[src/logic/mem_if_pkg.sv]
// shared constants, timing counts and state type for the memory pin interface
package mem_if_pkg;

  localparam int CLK_MHZ      = 200;

  localparam int ADDR_W       = 13;
  localparam int STROBE_N     = 8;
  localparam int PARITY_W     = 8;
  localparam int BANK_W       = 3;
  localparam int ROM_ADDR_W   = 21;
  localparam int CNT_W        = 8;
  localparam int REFI_W       = 16;

  // rom address bit positions, bit 0 is the most significant
  localparam int ROM_EXTRA_BIT = 0;
  localparam int ROM_LOW_FIRST = 1;
  localparam int ROM_LOW_LAST  = 8;
  localparam int ROM_HIGH_FIRST = 9;
  localparam int ROM_HIGH_LAST = 20;

  // buffer control field positions
  localparam int BUF_DIR_BIT  = 0;
  localparam int BUF_EN_BIT   = 1;

  // timing in ns, least times round up, the refresh interval rounds down
  localparam int T_RCD_NS     = 20;
  localparam int T_CAS_NS     = 20;
  localparam int T_RP_NS      = 30;
  localparam int T_RAS_REF_NS = 60;
  localparam int T_ROM_NS     = 120;
  localparam int T_REFI_NS    = 15600;

  localparam int RCD_RAW      = (T_RCD_NS * CLK_MHZ + 999) / 1000;
  localparam int CAS_RAW      = (T_CAS_NS * CLK_MHZ + 999) / 1000;
  localparam int RP_RAW       = (T_RP_NS * CLK_MHZ + 999) / 1000;
  localparam int REF_RAW      = (T_RAS_REF_NS * CLK_MHZ + 999) / 1000;
  localparam int ROM_RAW      = (T_ROM_NS * CLK_MHZ + 999) / 1000;
  localparam int REFI_RAW     = (T_REFI_NS * CLK_MHZ) / 1000;

  localparam int RCD_CYC      = (RCD_RAW < 1) ? 1 : RCD_RAW;
  localparam int CAS_CYC      = (CAS_RAW < 1) ? 1 : CAS_RAW;
  localparam int RP_CYC       = (RP_RAW < 1) ? 1 : RP_RAW;
  localparam int REF_CYC      = (REF_RAW < 1) ? 1 : REF_RAW;
  localparam int ROM_CYC      = (ROM_RAW < 1) ? 1 : ROM_RAW;
  localparam int REFI_CYC     = (REFI_RAW < 1) ? 1 : REFI_RAW;

  localparam logic [ADDR_W-1:0]   ADDR_RST   = 13'h0000;
  localparam logic [PARITY_W-1:0] PARITY_RST = 8'h00;
  localparam logic [STROBE_N-1:0] STROBE_OFF = 8'hff;

  typedef enum logic [2:0] {
    ST_IDLE,
    ST_ROW,
    ST_COL,
    ST_PRE,
    ST_ROM,
    ST_REF
  } mem_state_t;

endpackage

[src/logic/dram_rom_memory_interface.sv]
// dram and rom/flash pin sequencer with parity path and refresh
//
// Overview of operation
// - dram may be standard or edo and rom may be plain or flash, and pin use follows that choice.
// - the dram address goes out row then column on thirteen address lines, line 0 most significant.
// - on rom accesses line 0 carries the extra rom bit and lines 1 to 12 carry rom bits 9 to 20.
// - rom bits 9 to 20 are the lowest order rom bits, with bit 20 the least significant.
// - rom bits 1 to 8 go out on the parity lines during every rom or flash access.
// - the extra rom bit is driven only for bank 0 set to byte width, reaching 2 Mbytes.
// - two buffer control outputs steer direction and enable of the external data buffers.
// - eight column strobes mark the column address, strobe 0 on the top byte lane.
// - eight row strobes mark the row address, each selecting its own bank.
// - the flash output enable is active only during a flash read.
// - the data latch enable is active during memory reads.
// - parity goes out on dram writes and is taken in on dram reads, bit 0 most significant.
// - the parity path read enable is active during dram reads only, not rom or flash reads.
// - two bank selects pick rom banks for reads and flash banks for reads or writes.
// - in suspend, refresh is paced by the external slow clock input.
// - write enable is active for writes to dram, edo dram or flash.
`timescale 1ns/10ps
`default_nettype none
module dram_rom_memory_interface
  import mem_if_pkg::*;
#(
  parameter int REFI = REFI_CYC
) (
  input  wire logic                  sys_clk,
  input  wire logic                  rst_b,
  input  wire logic                  ramIsEdo,
  input  wire logic                  romIsFlash,
  input  wire logic                  romBank0Byte,
  input  wire logic                  suspend,
  input  wire logic                  refreshSlowClk,
  input  wire logic                  reqValid,
  input  wire logic                  reqWrite,
  input  wire logic                  reqRom,
  input  wire logic                  reqRomBank,
  input  wire logic [BANK_W-1:0]     reqBank,
  input  wire logic [0:ADDR_W-1]     reqRowAddr,
  input  wire logic [0:ADDR_W-1]     reqColAddr,
  input  wire logic [0:STROBE_N-1]   reqByteEn,
  input  wire logic [0:ROM_ADDR_W-1] reqRomAddr,
  input  wire logic [0:PARITY_W-1]   reqWrParity,
  output logic                       reqReady,
  output logic                       rspDone,
  output logic                       rspRefused,
  output logic      [0:PARITY_W-1]   rspParity,
  output logic      [0:ADDR_W-1]     memAddr,
  output logic      [0:STROBE_N-1]   rowStrobeB,
  output logic      [0:STROBE_N-1]   colStrobeB,
  output logic                       memWriteEnB,
  output logic                       flashOutEnB,
  output logic                       romBank0SelB,
  output logic                       romBank1SelB,
  output logic                       memDataLatchEn,
  output logic                       parityPathRdEn,
  output logic      [0:1]            bufferCtrl,
  output logic      [0:PARITY_W-1]   parityOut,
  output logic                       parityOe,
  input  wire logic [0:PARITY_W-1]   parityIn
);

  mem_state_t state;
  mem_state_t nextState;
  logic [CNT_W-1:0] cnt;
  logic [CNT_W-1:0] nextCnt;
  logic             accept;
  logic             refuse;
  logic             refreshTaken;
  logic             refreshPending;
  logic             refreshCycle;

  // held request, captured at acceptance
  logic                  heldWrite;
  logic                  heldRom;
  logic                  heldRomBank;
  logic [BANK_W-1:0]     heldBank;
  logic [0:ADDR_W-1]     heldRow;
  logic [0:ADDR_W-1]     heldCol;
  logic [0:STROBE_N-1]   heldByteEn;
  logic [0:ROM_ADDR_W-1] heldRomAddr;
  logic [0:PARITY_W-1]   heldWrParity;
  logic [0:ADDR_W-1]     refRow;

  // the request fields in force for the next cycle's pins
  wire logic                  curWrite   = accept ? reqWrite : heldWrite;
  wire logic                  curRomBank = accept ? reqRomBank : heldRomBank;
  wire logic [BANK_W-1:0]     curBank    = accept ? reqBank : heldBank;
  wire logic [0:ADDR_W-1]     curRow     = accept ? reqRowAddr : heldRow;
  wire logic [0:ADDR_W-1]     curCol     = accept ? reqColAddr : heldCol;
  wire logic [0:STROBE_N-1]   curByteEn  = accept ? reqByteEn : heldByteEn;
  wire logic [0:ROM_ADDR_W-1] curRomAddr = accept ? reqRomAddr : heldRomAddr;
  wire logic [0:PARITY_W-1]   curWrParity = accept ? reqWrParity : heldWrParity;
  wire logic                  curRefresh = refreshTaken | (refreshCycle & ~accept);

  wire logic nsRow  = (nextState == ST_ROW);
  wire logic nsCol  = (nextState == ST_COL);
  wire logic nsPre  = (nextState == ST_PRE);
  wire logic nsRom  = (nextState == ST_ROM);
  wire logic nsRef  = (nextState == ST_REF);
  wire logic nsIdle = (nextState == ST_IDLE);
  wire logic cntZero = (cnt == '0);

  // edo parts keep data valid after the column strobe rises, so the read
  // latches stay open through all six precharge cycles
  wire logic edoHold  = nsPre & ramIsEdo & ~curRefresh & ~curWrite;
  wire logic dramRead = ~curWrite & (nsCol | edoHold);
  wire logic romRead  = nsRom & ~curWrite;

  logic [0:STROBE_N-1] next_rowStrobeB;
  logic [0:STROBE_N-1] next_colStrobeB;
  wire logic [0:ADDR_W-1] next_memAddr;
  wire logic [0:PARITY_W-1] romLow;

  wire logic next_memWriteEnB =
    ~(curWrite & (nsRow | nsCol | (nsRom & romIsFlash)));
  wire logic next_flashOutEnB  = ~(romRead & romIsFlash);
  wire logic next_romBank0SelB = ~(nsRom & ~curRomBank);
  wire logic next_romBank1SelB = ~(nsRom & curRomBank);
  wire logic next_memDataLatchEn = dramRead | romRead;
  wire logic next_parityPathRdEn = dramRead;
  wire logic next_bufDir = curWrite & (nsCol | nsRom);
  wire logic next_bufEn  = nsCol | nsRom | edoHold;
  // the parity lines double as rom address pins, so they drive on any rom cycle
  wire logic next_parityOe = nsRom | (curWrite & (nsRow | nsCol));
  wire logic [0:PARITY_W-1] next_parityOut = nsRom ? romLow : curWrParity;
  wire logic next_reqReady = nsIdle & ~suspend & ~refreshPending & ~refreshTaken;
  wire logic next_rspDone = ((state == ST_COL) | (state == ST_ROM)) & cntZero & ~refreshCycle;
  wire logic captureParity = (state == ST_COL) & cntZero & ~heldWrite;

  genvar g;
  generate
    for (g = 0; g < STROBE_N; g++) begin : gStrobe
      always_comb begin
        next_rowStrobeB[g] = ~(nsRef | ((nsRow | nsCol) & (curBank == BANK_W'(g))));
        next_colStrobeB[g] = ~(nsCol & curByteEn[g]);
      end
    end
  endgenerate

  mem_addr_map uAddrMap (
    .romSel     (nsRom),
    .colSel     (nsCol),
    .refSel     (nsRef),
    .extraBitOk (romBank0Byte & ~curRomBank),
    .rowAddr    (curRow),
    .colAddr    (curCol),
    .refRow     (refRow),
    .romAddr    (curRomAddr),
    .memAddr    (next_memAddr),
    .romLow     (romLow)
  );

  refresh_tick #(
    .REFI (REFI)
  ) uRefresh (
    .sys_clk        (sys_clk),
    .rst_b          (rst_b),
    .suspend        (suspend),
    .refreshSlowClk (refreshSlowClk),
    .refreshTaken   (refreshTaken),
    .refreshPending (refreshPending)
  );

  // sequencing: row phase, column phase, precharge; rom and refresh apart
  always_comb begin
    nextState    = state;
    nextCnt      = cntZero ? cnt : cnt - CNT_W'(1);
    accept       = 1'b0;
    refuse       = 1'b0;
    refreshTaken = 1'b0;
    case (state)
      ST_IDLE: begin
        // ready was promised at the last edge, so a request seen now is honoured;
        // a refresh raised in this same cycle waits one access for the next idle
        if (reqValid && reqReady) begin
          if (reqRom && reqWrite && !romIsFlash) begin
            // plain rom cannot be written; answered without touching the pins
            refuse = 1'b1;
          end else if (reqRom) begin
            accept    = 1'b1;
            nextState = ST_ROM;
            nextCnt   = CNT_W'(ROM_CYC - 1);
          end else begin
            accept    = 1'b1;
            nextState = ST_ROW;
            nextCnt   = CNT_W'(RCD_CYC - 1);
          end
        end else if (refreshPending) begin
          nextState    = ST_REF;
          nextCnt      = CNT_W'(REF_CYC - 1);
          refreshTaken = 1'b1;
        end
      end
      ST_ROW: begin
        if (cntZero) begin
          nextState = ST_COL;
          nextCnt   = CNT_W'(CAS_CYC - 1);
        end
      end
      ST_COL: begin
        if (cntZero) begin
          nextState = ST_PRE;
          nextCnt   = CNT_W'(RP_CYC - 1);
        end
      end
      ST_REF: begin
        if (cntZero) begin
          nextState = ST_PRE;
          nextCnt   = CNT_W'(RP_CYC - 1);
        end
      end
      ST_PRE: begin
        if (cntZero) begin
          nextState = ST_IDLE;
        end
      end
      ST_ROM: begin
        if (cntZero) begin
          nextState = ST_IDLE;
        end
      end
      default: begin
        nextState = ST_IDLE;
      end
    endcase
  end

  always_ff @(posedge sys_clk or negedge rst_b) begin
    if (!rst_b) begin
      state        <= ST_IDLE;
      cnt          <= '0;
      refreshCycle <= 1'b0;
      refRow       <= ADDR_RST;
    end else begin
      state        <= nextState;
      cnt          <= nextCnt;
      refreshCycle <= curRefresh;
      if (refreshTaken) begin
        refRow <= refRow + ADDR_W'(1);
      end
    end
  end

  always_ff @(posedge sys_clk or negedge rst_b) begin
    if (!rst_b) begin
      heldWrite    <= 1'b0;
      heldRom      <= 1'b0;
      heldRomBank  <= 1'b0;
      heldBank     <= '0;
      heldRow      <= ADDR_RST;
      heldCol      <= ADDR_RST;
      heldByteEn   <= '0;
      heldRomAddr  <= '0;
      heldWrParity <= PARITY_RST;
    end else if (accept) begin
      heldWrite    <= reqWrite;
      heldRom      <= reqRom;
      heldRomBank  <= reqRomBank;
      heldBank     <= reqBank;
      heldRow      <= reqRowAddr;
      heldCol      <= reqColAddr;
      heldByteEn   <= reqByteEn;
      heldRomAddr  <= reqRomAddr;
      heldWrParity <= reqWrParity;
    end
  end

  // every pin comes straight from a flop
  always_ff @(posedge sys_clk or negedge rst_b) begin
    if (!rst_b) begin
      memAddr        <= ADDR_RST;
      rowStrobeB     <= STROBE_OFF;
      colStrobeB     <= STROBE_OFF;
      memWriteEnB    <= 1'b1;
      flashOutEnB    <= 1'b1;
      romBank0SelB   <= 1'b1;
      romBank1SelB   <= 1'b1;
      memDataLatchEn <= 1'b0;
      parityPathRdEn <= 1'b0;
      bufferCtrl     <= 2'h0;
      parityOut      <= PARITY_RST;
      parityOe       <= 1'b0;
    end else begin
      memAddr        <= next_memAddr;
      rowStrobeB     <= next_rowStrobeB;
      colStrobeB     <= next_colStrobeB;
      memWriteEnB    <= next_memWriteEnB;
      flashOutEnB    <= next_flashOutEnB;
      romBank0SelB   <= next_romBank0SelB;
      romBank1SelB   <= next_romBank1SelB;
      memDataLatchEn <= next_memDataLatchEn;
      parityPathRdEn <= next_parityPathRdEn;
      bufferCtrl[BUF_DIR_BIT] <= next_bufDir;
      bufferCtrl[BUF_EN_BIT]  <= next_bufEn;
      parityOut      <= next_parityOut;
      parityOe       <= next_parityOe;
    end
  end

  always_ff @(posedge sys_clk or negedge rst_b) begin
    if (!rst_b) begin
      reqReady   <= 1'b0;
      rspDone    <= 1'b0;
      rspRefused <= 1'b0;
      rspParity  <= PARITY_RST;
    end else begin
      reqReady   <= next_reqReady;
      rspDone    <= next_rspDone | refuse;
      rspRefused <= refuse;
      if (captureParity) begin
        rspParity <= parityIn;
      end
    end
  end

endmodule
`default_nettype wire

[src/logic/mem_addr_map.sv]
// address pin mapping for dram row, column, refresh row and rom accesses
`timescale 1ns/10ps
`default_nettype none
module mem_addr_map
  import mem_if_pkg::*;
(
  input  wire logic                romSel,
  input  wire logic                colSel,
  input  wire logic                refSel,
  input  wire logic                extraBitOk,
  input  wire logic [0:ADDR_W-1]   rowAddr,
  input  wire logic [0:ADDR_W-1]   colAddr,
  input  wire logic [0:ADDR_W-1]   refRow,
  input  wire logic [0:ROM_ADDR_W-1] romAddr,
  output logic      [0:ADDR_W-1]   memAddr,
  output logic      [0:PARITY_W-1] romLow
);

  wire logic [0:ADDR_W-1] romOnPins;
  wire logic [0:ADDR_W-1] dramAddr;

  // extra top bit only reaches the pin for a byte wide bank 0
  assign romOnPins[0] = extraBitOk & romAddr[ROM_EXTRA_BIT];
  assign romOnPins[1:ADDR_W-1] = romAddr[ROM_HIGH_FIRST:ROM_HIGH_LAST];
  assign romLow   = romAddr[ROM_LOW_FIRST:ROM_LOW_LAST];
  assign dramAddr = refSel ? refRow : (colSel ? colAddr : rowAddr);
  assign memAddr  = romSel ? romOnPins : dramAddr;

endmodule
`default_nettype wire

[src/logic/refresh_tick.sv]
// refresh request source: internal interval divider, or slow clock edges in suspend
`timescale 1ns/10ps
`default_nettype none
module refresh_tick
  import mem_if_pkg::*;
#(
  parameter int REFI = REFI_CYC
) (
  input  wire logic sys_clk,
  input  wire logic rst_b,
  input  wire logic suspend,
  input  wire logic refreshSlowClk,
  input  wire logic refreshTaken,
  output logic      refreshPending
);

  logic [REFI_W-1:0] divCnt;
  logic              slowLast;
  wire logic         divWrap  = (divCnt == REFI_W'(REFI - 1));
  wire logic         slowRise = refreshSlowClk & ~slowLast;
  // in suspend the fast divider is idle and only the slow clock paces refresh
  wire logic         tick     = suspend ? slowRise : divWrap;

  always_ff @(posedge sys_clk or negedge rst_b) begin
    if (!rst_b) begin
      divCnt <= '0;
    end else if (suspend || divWrap) begin
      divCnt <= '0;
    end else begin
      divCnt <= divCnt + REFI_W'(1);
    end
  end

  always_ff @(posedge sys_clk or negedge rst_b) begin
    if (!rst_b) begin
      slowLast       <= 1'b0;
      refreshPending <= 1'b0;
    end else begin
      slowLast       <= refreshSlowClk;
      // a new tick in the taking cycle is kept
      refreshPending <= tick | (refreshPending & ~refreshTaken);
    end
  end

endmodule
`default_nettype wire
[config.mk]
export PLATFORM = sky130hd
export DESIGN_NAME = dram_rom_memory_interface
export DESIGN_NICKNAME = d
export VERILOG_FILES = /design/src/logic/mem_if_pkg.sv /design/src/logic/dram_rom_memory_interface.sv /design/src/logic/mem_addr_map.sv /design/src/logic/refresh_tick.sv
export SDC_FILE = /design/constraint.sdc
export NUM_CORES = 1
export LEC_CHECK = 0
export ABC_AREA = 1
export ABC_CLOCK_PERIOD_IN_PS = 2100
export BUFFER_PORTS_ARGS = -buffer_cell sky130_fd_sc_hd__clkbuf_2
export CORE_UTILIZATION = 55
export CTS_CLUSTER_SIZE = 40
export DETAILED_ROUTE_END_ITERATION = 16
export PLACE_DENSITY = 0.91
export SYNTH_ARGS = -nofsm -noshare
export SYNTH_HDL_FRONTEND = slang
export SYNTH_SLANG_ARGS = --single-unit
export TNS_END_PERCENT = 50
[constraint.sdc]
create_clock -name sys_clk -period 2.1 [get_ports sys_clk]
set_input_delay 0.525 -clock sys_clk [delete_from_list [all_inputs] [get_ports sys_clk]]
set_output_delay 0.525 -clock sys_clk [all_outputs]
set_load 0.005 [all_outputs]
# Word-level counts from Yosys, hierarchy flattened
# Cells that the tools add are included.
# totals
mem_count,0
ramBits,0
register_bits,168
out_inout_bits,57
rom_bits,0
word_cells,191
latchBits,0
# op_classes
n_lt_le_gt_ge,0
add_sub_neg,3
reduce_logical,11
div,0
muxes,39
n_bitwise,89
n_eq_ne,18
multipliers,0
n_shift,0
# op_table
op,count
8-bit 2-to-1 mux,9
13-bit 2-to-1 mux,5
1-bit bitwise AND,40
1-bit inverter,30
3-bit equality test (second input constant),8
3-bit 2-to-1 mux,8
8-bit one-hot mux with 3 select lines,1
21-bit 2-to-1 mux,1
1-bit OR,19
3-bit by 2-bit equality test with 1-bit output (second input constant),6
16-bit by 1-bit adder with 16-bit output (second input constant),1
16-bit by 12-bit equality test with 1-bit output (second input constant),1
16-bit 2-to-1 mux,1
13-bit by 1-bit adder with 13-bit output (second input constant),1
1-bit 2-to-1 mux,12
3-bit one-hot mux with 4 select lines,1
3-bit by 1-bit equality test with 1-bit output (second input constant),3
3-bit logical NOT,3
8-bit logical NOT,1
8-bit by 1-bit subtractor with 8-bit output (second input constant),1
5-bit 2-to-1 mux,1
2-bit OR reduction,2
1-bit logical AND,3
1-bit logical NOT,1
1-bit logical OR,1

# Logic depth before layout (Yosys ltp)
# Gate-level depths: netlist of run 1.
# depth
word_depth,14
mapped_depth,14

# Modules after synthesis
# From an unflattened synthesis of run 1, not the netlist that was laid out.
# hier_totals
hier_cells,737
area_unflattened_um2,7538.5
# modules_own_cells
module,area_each_um2,instances,cells_per_inst,seq_area_each_um2
dram_rom_memory_interface,6033.3,1,494,3778.6
refresh_tick,969.7,1,122,450.4
mem_addr_map,535.5,1,121,0.0

# Least setup slack after synthesis of run 1
# OpenSTA, ideal clock, no wires.
# synth_path
kind,flip-flop to flip-flop
from,register cnt[0]
to,register parityOut[1] (netlist name)
period_less_slack_ps,1890
path_buffers,1
setup_ps,118
slack_ps,210
t_arrival_ps,1772
path_stages_with_launch,14
path_cell_list,dfrtp_1 -> inv_1 -> ha_1 -> nand2_2 -> inv_1 -> nand2_2 -> nand2_1 -> nand2_1 -> nand3_4 -> nor2_4 -> nand2_2 -> buf_6 -> nand2_1 -> o21ai_2
# synth_via
elab_chain_len,5
elab_cells_between_ends,7
cone_classes,eq/ne: 1; mux: 5; reduce/logical: 1
# synth_lines
element,line_no,text
"start, declared",dram_rom_memory_interface.sv:65,logic [CNT_W-1:0] cnt;
"start signal, assigned",dram_rom_memory_interface.sv:237,cnt <= nextCnt;
8-bit logical NOT (*),dram_rom_memory_interface.sv:102,wire logic cntZero = (cnt == '0);
3-bit 2-to-1 mux (on tied branches),-,
3-bit one-hot mux with 4 select lines (*),dram_rom_memory_interface.sv:172,case (state)
named net nextState[0],dram_rom_memory_interface.sv:64,mem_state_t nextState;
3-bit equality test (*),dram_rom_memory_interface.sv:99,wire logic nsRom = (nextState == ST_ROM);
8-bit 2-to-1 mux (*),dram_rom_memory_interface.sv:126,wire logic [0:PARITY_W-1] next_parityOut = nsRom ? romLow : curWrParity;
named net next_parityOut (one bit),dram_rom_memory_interface.sv:126,
"end signal, assigned",dram_rom_memory_interface.sv:296,parityOut <= next_parityOut;
"end, declared",dram_rom_memory_interface.sv:58,"output logic [0:PARITY_W-1] parityOut,"
# Mark *: on every way through the listed nets, which the timed path passes. The rest lies on a longest branch.
# A chain may end at the register's enable or synchronous reset.

# Final worst setup path of run 1
# layout_path
from,register state[2]
to,register memAddr[12] (netlist name)
# layout_via
elab_chain_len,7
elab_cells_between_ends,25
cone_classes,eq/ne: 8; mux: 14; reduce/logical: 3
# layout_lines
element,line_no,text
"start, declared",dram_rom_memory_interface.sv:63,mem_state_t state;
"start signal, assigned",dram_rom_memory_interface.sv:236,state <= nextState;
"3-bit equality test, or another cell as far along",dram_rom_memory_interface.sv:172,
2-bit OR reduction (no line) / 3-bit 2-to-1 mux (equally long branches),-,
3-bit one-hot mux with 4 select lines,dram_rom_memory_interface.sv:172,
3-bit by 2-bit equality test with 1-bit output,dram_rom_memory_interface.sv:97,wire logic nsCol = (nextState == ST_COL);
13-bit 2-to-1 mux (2 in series),mem_addr_map.sv:26,assign dramAddr = refSel ? refRow : (colSel ? colAddr : rowAddr);
13-bit 2-to-1 mux (*),mem_addr_map.sv:27,assign memAddr = romSel ? romOnPins : dramAddr;
named net next_memAddr (one bit),dram_rom_memory_interface.sv:112,wire logic [0:ADDR_W-1] next_memAddr;
"end signal, assigned",dram_rom_memory_interface.sv:285,memAddr <= next_memAddr;
"end, declared",dram_rom_memory_interface.sv:48,"output logic [0:ADDR_W-1] memAddr,"
# Marked as above.

==> results of run 1 <==
==> routing by layer <==
metal	up-vias	global-route usage
met5	-	0
met4	0	0.155
met3	117	0.0596
met2	429	0.457
met1	3035	0.346
li1	2805	-
==> kinds of logic (layout without fill, tap and decap cells) <==
kind of cell / after synthesis / after routing / share of synthesized area
XOR/XNOR: 16 / 16 / 0.0190
buffers and inverters: 106 / 312 / 0.0610
adder cells (fa/ha/maj): 4 / 4 / 0.00679
flip-flops: 168 / 168 / 0.574
AO/OA/AOI/OAI: 94 / 94 / 0.0754
multiplexers: 46 / 46 / 0.0701
AND/OR/NAND/NOR: 311 / 313 / 0.194
==> layout make-up <==
class,instances,area [um^2],share of cell area
sequential,168,4230,0.446
multi-input combinational,473,2790,0.294
timing repair buffer,195,1250,0.132
clock buffer,19,453,0.0477
inverter,85,319,0.0336
clock inverter,13,238,0.0250
tap,172,215,0.0227
==> critical path: cells and delay by family, from the launching register on <==
family / cells / cell delay [ps]
DFF: 1 / 460
buffers and inverters: 4 / 590
AOI/OAI and AO/OA: 2 / 270
and+or+nand+nor: 6 / 750
==> through the flow <==
| step | worst slack (ps) | power [uW] | instance area, um^2 | utilization |
|---|---|---|---|---|
| 5_1_grt | -182 | 7280 | 9500 | 0.741 |
| 6_report | -105 | 7100 | 9500 | 0.741 |
| 2_1_floorplan | 210 | 3340 | 7370 | - |
| 4_1_cts | -6.62 | 7120 | 9260 | 0.722 |
| 3_3_place_gp | -9.53 | 3510 | 8530 | 0.665 |
| 3_5_place_dp | -38.8 | 3520 | 8530 | 0.665 |
==> power by group through the flow <==
stage | logic, uW | clock network [uW] | registers, uW
floorplan | 25.6 | 0 | 3320
global placement | 198 | 0 | 3320
detailed placement | 203 | 0 | 3320
CTS | 206 | 3660 | 3260
global route | 228 | 3800 | 3260
finish | 202 | 3640 | 3260
==> cells in the final DEF (no fill, tap or decap), types with 7 or more instances in the layout <==
cell / count
nor3_1: 18
o21ai_2: 11
clkbuf_16: 18
nor2_2: 7
nand4_1: 7
inv_1: 79
a21oi_1: 22
o21ai_0: 41
clkbuf_2: 140
xor2_1: 12
mux2_2: 45
and2_1: 8
nor2_4: 8
nor2_1: 46
nand3_1: 41
dfstp_2: 20
buf_4: 40
buf_12: 8
nand2_1: 153
dfrtp_1: 146
==> state kept, by name (all words and copies together) (netlist names), 2 cells and up <==
register / cells
heldWrParity: 8
parityOut: 8
rowStrobeB: 8
heldBank: 3
bufferCtrl: 2
refRow: 13
heldCol: 13
colStrobeB: 8
heldRomAddr: 21
uRefresh.divCnt: 16
state: 3
rspParity: 8
heldRow: 13
heldByteEn: 8
cnt: 8
memAddr: 13
==> how the worst min path moves through the flow <==
| stage | startpoint | end | slack (ps) | depth (start not counted) |
|---|---|---|---|---|
| floorplan | rst_b | bufferCtrl[0]$_DFF_PN0_ | 230 | 0 |
| global placement | uRefresh.divCnt[0]$_DFF_PN0_ | uRefresh.divCnt[0]$_DFF_PN0_ | 450 | 1 |
| detailed placement | uRefresh.divCnt[0]$_DFF_PN0_ | uRefresh.divCnt[0]$_DFF_PN0_ | 460 | 1 |
| CTS | rst_b | heldRomAddr[6]$_DFF_PN0_ | 50 | 1 |
| global route | rst_b | heldRomAddr[6]$_DFF_PN0_ | 60 | 1 |
| finish | rst_b | heldWrParity[6]$_DFF_PN0_ | 30 | 1 |
==> repair_timing <==
item                       CTS  global route
pin swaps                    1             9
setup endpoints to repair   18            46
gates resized for setup      4            23
gates cloned                 0             3
buffers inserted             3            15
==> flow_summary.json, run 1 <==
{
  "ir_worst_vdd_v": 0.000583,
  "final_cells": 1125,
  "fin_skew_ps": 11.5,
  "crit_type": "flop to flop",
  "crit_path_max_fanout": 6,
  "ant_nets": 0,
  "drt_first_pass_iters": 6,
  "yosys_warnings": 0,
  "initial_core_util": 0.575,
  "power_frac_clock": 0.512,
  "status": "finished with violations",
  "fp.dieH_um": 118,
  "clk_pin_slew_ps": 70,
  "diodes": 0,
  "worst_setup_path_end_kind": "flop",
  "setup_tns_ps": -1260,
  "grt_max_degree": 51,
  "ctsRootBufferMaster": "clkbuf_16",
  "fin_crit_sh": 1.05,
  "pwr-share-seq": 0.459,
  "min_path_type": "input pin to asynchronous set/reset pin",
  "violations": "negative setup slack",
  "async_flop_share": 1.00,
  "routed.top_layer": "met4",
  "die-area_um2": 13900,
  "grt_pass1_vias": 6146,
  "fin_hold_ws_ps": 33.9,
  "synth_nets": 834,
  "layout-drive-gt1-share": 0.366,
  "synthCells": 745,
  "maxSlewViolCount": 0,
  "cts_tree": "done",
  "crit_arrival_ps": 2500,
  "yosys.area.top_type_share": 0.503,
  "cap_violations": 0,
  "placed_cells": 1072,
  "met1_length_um": 7740,
  "synth.area.top_cells": "dfrtp_1 (50%), nand2_1 (7.9%), dfstp_2 (7.1%)",
  "route.met3.wl_um": 1580,
  "clock.fmax_mhz": 454,
  "rr_worst_depth": 12,
  "p_comb_frac": 0.029,
  "finalHoldViolCount": 0,
  "postCtsHoldBufs": 0,
  "setup_slack_ps": -105,
  "gp_congestion": 0.926,
  "synthTopCellsByCount": "nand2_1 (156), dfrtp_1 (148), inv_1 (80)",
  "synthFlopType": "dfrtp_1",
  "clockBufferDepth": 2,
  "ios": 142,
  "min_period_ps": 2210,
  "core_um2": 12800,
  "syn_avg_cell_area_um2": 9.89,
  "h-tree-depth": 4,
  "clkLatencyLatePin_ps": 430,
  "required_ps": 2400,
  "syn_area_um2": 7370,
  "worst_slew_margin_rel": 0.673,
  "power_switching_uw": 1450,
  "track_usage": 0.280,
  "fp-row-count": 41,
  "clock-sinks": 168,
  "met2_length_um": 9690,
  "place_hpwl_um": 12400,
  "routed_via_density": 5.68,
  "wl_um": 20200,
  "grt_overflow": 0,
  "setup.worst_path.start": "state[2]$_DFF_PN0_",
  "fp.dieW_um": 118,
  "wl_per_cell_um": 18.0,
  "synth_top_area_cell": "dfrtp_1",
  "p_per_area_nw_per_um2": 747,
  "fillCellCount": 758,
  "numPortBuffers": 141,
  "drc_errors": 0,
  "critPathMaxStageDelay_ps": 460,
  "reg2reg_from": "state[2]$_DFF_PN0_",
  "cpMaxStageDelayCell": "dfrtp_1",
  "drt-initial-drc-count": 999,
  "synth.distinct_cells": 42,
  "area_growth_syn_to_layout_pct": 28.9,
  "setup_viol": 31,
  "synth_most_common_cell": "nand2_1",
  "p_int_uw": 5650,
  "grt_pass1_wl_um": 29900,
  "cts_buffers": 17,
  "cp_cell_sequence": "inv_1 -> o21ai_0 -> nand2_1 -> inv_2 -> nand2_2 -> nand2_1 -> nor2_4 -> buf_4 -> o21ai_2 -> buf_4 -> nand3_1 -> nand3_1",
  "ys_ff_latch": 168,
  "dr_total_vias": 6386,
  "grt_antenna_before_repair": 0,
  "crit_end": "memAddr[12]$_DFF_PN0_",
  "power.leakage_uw": 0.00498,
  "start_kind": "flop",
  "final_nets": 1029,
  "yosysSeqAreaShare": 0.574,
  "r2r_setup_slack_ps": -110,
  "worstMarginPinSlew_ps": 485,
  "worstReg2RegEnd": "memAddr[12]$_DFF_PN0_",
  "p_sw_frac": 0.204,
  "synth_edf_count": 0
}
(Power assumes the default switching activity.)
==> inputs of run 2 (changes only) <==
CTS_BUF_LIST = sky130_fd_sc_hd__clkbuf_16   (was not set)
TNS_END_PERCENT = 1   (was 50)
==> run 2 against run 1 <==
The run now ends clean. Largest power group unchanged. Largest cell class unchanged. Sequential power barely moved. Critical endpoint is now memAddr[11]$_DFF_PN0_. Hold slack worse by 4.5 ps. Sequential share of layout area rose by 0.18 points. Total power decreased by 1.1%.
==> flow_summary.json, run 2 (synthesis gave the netlist of run 1 again) <==
{
  "initial_core_util": 0.575,
  "multi_input_area_um2": 2810,
  "setup_slack_ps": 11.6,
  "mostFrequentLayoutCells": "nand2_1 (153), dfrtp_1 (147), clkbuf_2 (140)",
  "gp_congestion": 0.926,
  "crit_type": "flop to flop",
  "clock.fmax_mhz": 479,
  "track_usage": 0.270,
  "ctsRootBufferMaster": "clkbuf_16",
  "finalHoldViolCount": 0,
  "min_period_ps": 2090,
  "grt_antenna_before_repair": 0,
  "cap_violations": 0,
  "clk_pin_slew_ps": 70,
  "layout-drive-gt1-share": 0.372,
  "cpMaxStageDelayCell": "dfrtp_1",
  "drt-initial-drc-count": 673,
  "top_register": "heldRomAddr",
  "area_growth_syn_to_layout_pct": 28.3,
  "clkLatencyLatePin_ps": 430,
  "crit_path_max_fanout": 6,
  "diodes": 0,
  "ios": 142,
  "numPortBuffers": 141,
  "clock-sinks": 168,
  "worst_setup_path_end_kind": "flop",
  "cpMostUsedCell": "nor2_4",
  "placed_area_um2": 8530,
  "core_um2": 12800,
  "routed_via_density": 5.62,
  "reg_top3": "heldRomAddr (21), uRefresh.divCnt (16)",
  "status": "complete, no violations",
  "setup.worst_path.start": "cnt[3]$_DFF_PN0_",
  "required_ps": 2470,
  "p_per_area_nw_per_um2": 742,
  "place_hpwl_um": 12400,
  "fp.dieW_um": 118,
  "regArea_um2": 4230,
  "grt_overflow": 0,
  "maxSlewViolCount": 0,
  "grt_max_degree": 51,
  "die-area_um2": 13900,
  "wl_per_cell_um": 17.6,
  "final_area_um2": 9460,
  "worst_slew_margin_rel": 0.670,
  "final_nets": 1024,
  "cts_buffers": 17,
  "dp_slack_ps": -38.8,
  "fin_crit_sh": 0.994,
  "start_kind": "flop",
  "rsz0062_at_grt": "yes",
  "ir_worst_vdd_v": 0.000509,
  "postCtsHoldBufs": 0,
  "drc_errors": 0,
  "final_common_cell": "nand2_1",
  "grt_pass1_wl_um": 29100,
  "min_path_type": "input pin to asynchronous set/reset pin",
  "h-tree-depth": 4,
  "setup_viol": 0,
  "dr_total_vias": 6298,
  "drt_first_pass_iters": 6,
  "cts_tree": "done",
  "power.leakage_uw": 0.00495,
  "fin_hold_ws_ps": 29.5,
  "critPathMaxStageDelay_ps": 430,
  "grt_pass1_vias": 6034,
  "wl_um": 19800,
  "cp_cell_sequence": "nor2_2 -> nand2_4 -> nor2_4 -> nor2_4 -> nor2_4 -> nand3_4 -> buf_6 -> nor2_4 -> buf_6 -> nand2_1 -> nand3_1 -> nand2_1 -> nand2_1",
  "clockBufferDepth": 2,
  "crit_arrival_ps": 2450,
  "fillCellCount": 773,
  "fin_skew_ps": 13.2,
  "largest_reg_flops": 21,
  "worstMarginPinSlew_ps": 496,
  "fp-row-count": 41,
  "fp.dieH_um": 118,
  "reg2reg_from": "cnt[3]$_DFF_PN0_",
  "ant_nets": 0
}
## run 2: cell types whose count changed in the layout (fill, tap and decap cells not counted), moves of 3 or more
cell / previous run / this run
a21oi_1: 22 / 15
a21oi_2: 1 / 8
inv_1: 79 / 75
inv_2: 6 / 9
nor2_1: 46 / 43
## run 2: final timing paths
kind | to | slack [ps] | cells past startpoint
max reg2reg | memAddr[11]$_DFF_PN0_ | 10 | 13
min reg2reg | uRefresh.divCnt[0]$_DFF_PN0_ | 460 | 1
max | memAddr[11]$_DFF_PN0_ | 10 | 13
min in group sys_clk | uRefresh.slowLast$_DFF_PN0_ | 210 | 1
max in group asynchronous | heldCol[11]$_DFF_PN0_ | 1430 | 2
min | heldRomAddr[6]$_DFF_PN0_ | 30 | 1
## run 2: what timing repair did
| action | CTS | global route |
|---|---|---|
| buffers inserted | 4 | 12 |
| pin swaps | 1 | 10 |
| resized for setup | 3 | 36 |
| endpoints found under the setup margin | 18 | 45 |
## run 2: per-stage QoR
stage | TNS (ps) | utilization | power, uW | cells
final | 0 | 0.737 | 7020 | 1120
after global routing | -1670 | 0.737 | 7190 | 1120
after CTS | -11.9 | 0.721 | 7020 | 1108
after detailed placement | -120 | 0.665 | 3520 | 1072
after global placement | -20.6 | 0.665 | 3510 | 1072
after floorplan | 0 | - | 3340 | 745
## run 2: power breakdown
group          total (uW)  switching, uW  internal [uW]
Sequential           3260           7.25           3250
Combinational         202            116           85.6
Clock                3560           1320           2240
## run 2: area by class of cell
| class | count | share of cell area |
|---|---|---|
| flip-flops and latches | 168 | 0.447 |
| clock inverters | 15 | 0.0259 |
| repair buffers | 192 | 0.128 |
| inverters | 85 | 0.0341 |
| well taps | 172 | 0.0228 |
| clock buffers | 17 | 0.0450 |
| multi-input cells | 471 | 0.297 |
## run 2: worst max-delay path, delay by kind of cell (launching register included)
kind | cells | cell delay, ps
buffers and inverters | 2 | 290
DFF | 1 | 430
and+or+nand+nor | 11 | 1300
## run 2: per-layer routing
| layer | vias to the layer above | GRT usage | wire length (um) |
|---|---|---|---|
| met4 | 0 | 0.153 | 1010 |
| met1 | 3028 | 0.333 | 7810 |
| met3 | 104 | 0.0509 | 1300 |
| met5 | - | 0 | 0 |
| li1 | 2803 | - | - |
| met2 | 363 | 0.448 | 9630 |
==> inputs of run 3 (changes only) <==
CORE_UTILIZATION = 40   (was 55)
PLACE_DENSITY = 0.73   (was 0.91)
==> run 3 against run 2 <==
Sequential power is essentially flat. Critical path depth shrank 1. Die area grew 37%. Total power shrank 3.6%. Global-route usage shrank 8.5 points. Hold slack lost 10 ps. Maximum frequency grew 5.1%. Critical endpoint is now memAddr[3]$_DFF_PN0_. Largest power group unchanged. Highest routed layer unchanged.
==> flow_summary.json, run 3 (synthesis gave the netlist of run 1 again) <==
{
  "top_register": "heldRomAddr",
  "final_cells": 1166,
  "wl_per_cell_um": 14.3,
  "layout-drive-gt1-share": 0.346,
  "dp_slack_ps": -7.10,
  "maxSlewViolCount": 0,
  "placed_area_um2": 8630,
  "required_ps": 2420,
  "finalHoldViolCount": 0,
  "setup_viol": 0,
  "drt_first_pass_iters": 5,
  "grt_pass1_vias": 5480,
  "timing.critical_path.buf_inv": 2,
  "fin_crit_sh": 0.946,
  "r2r_setup_slack_ps": 110,
  "utilization": 0.518,
  "worst_setup_path_end_kind": "flop",
  "grt_antenna_before_repair": 0,
  "core_um2": 18000,
  "clockBufferDepth": 2,
  "largest_reg_flops": 21,
  "h-tree-depth": 4,
  "die-area_um2": 19000,
  "cp_cell_sequence": "inv_1 -> ha_2 -> nand2_2 -> nor2_4 -> nor2_1 -> a21oi_4 -> nand3_4 -> buf_12 -> nand2_1 -> nand3_1 -> nand2_1 -> nand2_1",
  "fp-row-count": 49,
  "ios": 142,
  "p_per_area_nw_per_um2": 724,
  "clkLatencyLatePin_ps": 430,
  "clock.fmax_mhz": 503,
  "final_common_cell": "nand2_1",
  "final_nets": 1013,
  "worstMarginPinSlew_ps": 413,
  "grt_pass1_wl_um": 26800,
  "cap_violations": 0,
  "min_path_type": "input pin to asynchronous set/reset pin",
  "drc_errors": 0,
  "mostFrequentLayoutCells": "nand2_1 (154), dfrtp_1 (147), clkbuf_2 (140)",
  "critPathMaxStageDelay_ps": 380,
  "place_hpwl_um": 12100,
  "reg2reg_from": "cnt[0]$_DFF_PN0_",
  "rsz0062_at_grt": "yes",
  "reg_top3": "heldRomAddr (21), uRefresh.divCnt (16)",
  "rr_worst_depth": 12,
  "worst_slew_margin_rel": 0.722,
  "routed_via_density": 4.80,
  "diodes": 0,
  "wl_um": 16700,
  "initial_core_util": 0.409,
  "crit_path_max_fanout": 9,
  "start_kind": "flop",
  "dr_total_vias": 5598,
  "drt-initial-drc-count": 327,
  "track_usage": 0.185,
  "crit_family": "simple AND/OR/NAND/NOR gates",
  "ant_nets": 0,
  "placed_cells": 1131,
  "cpMostUsedCell": "nand2_1",
  "clock-sinks": 168,
  "numPortBuffers": 141,
  "postCtsHoldBufs": 0,
  "ctsRootBufferMaster": "clkbuf_16",
  "fp.dieH_um": 138,
  "cts_buffers": 17,
  "fillCellCount": 1613,
  "cts_tree": "done",
  "power.leakage_uw": 0.00486,
  "gp_congestion": 0.890,
  "status": "complete, no violations",
  "crit_type": "flop to flop",
  "fin_skew_ps": 7.23,
  "clk_pin_slew_ps": 60,
  "crit_arrival_ps": 2300,
  "area_growth_syn_to_layout_pct": 26.7,
  "grt_overflow": 0,
  "min_period_ps": 1990,
  "cpMaxStageDelayCell": "dfrtp_1",
  "grt_max_degree": 51,
  "setup_slack_ps": 113,
  "ir_worst_vdd_v": 0.000593,
  "worstReg2RegEnd": "memAddr[3]$_DFF_PN0_",
  "final_area_um2": 9340,
  "fp.dieW_um": 138
}
run 3: through the flow:
stage	setup TNS, ps	hold slack (ps)	power [uW]
floorplan	0	229	3340
global route	-194	34.9	6990
detailed placement	-7.10	458	3520
CTS	0	25.5	6830
finish	0	19.1	6770
global placement	0	447	3520
run 3: worst max-delay path by stage:
stage	start	end	slack (ps)	depth (start not counted)
after floorplan	cnt[0]$_DFF_PN0_	parityOut[1]$_DFF_PN0_	210	13
after global placement	reqValid	memAddr[1]$_DFF_PN0_	20	11
after detailed placement	reqValid	memAddr[1]$_DFF_PN0_	-7	11
after CTS	cnt[0]$_DFF_PN0_	memWriteEnB$_DFF_PN1_	40	12
after global routing	cnt[0]$_DFF_PN0_	memAddr[0]$_DFF_PN0_	-40	12
final	cnt[0]$_DFF_PN0_	memAddr[3]$_DFF_PN0_	110	12
run 3: cell type report:
class,instances,area [um^2],share of cell area
flip-flops and latches,168,4230,0.453
well taps,229,287,0.0307
inverters,85,322,0.0344
repair buffers,181,1140,0.122
clock inverters,15,199,0.0213
clock buffers,17,425,0.0455
multi-input cells,471,2740,0.293
run 3: repair_timing:
action,in CTS,in global routing
setup endpoints to repair,0,44
gates resized for setup,0,15
buffers inserted,0,3
run 3: per-layer routing:
metal / global-route usage / routed length (um)
met1: 0.243 / 7670
met2: 0.300 / 8020
met3: 0.0453 / 755
met4: 0.0568 / 278
met5: 0 / 0
run 3: report_power, final:
part	switching (uW)	internal, uW	total [uW]	leakage, uW
clock network	1310	2000	3310	0.000296
logic	113	86.5	200	0.00241
registers	6.80	3250	3260	0.00216
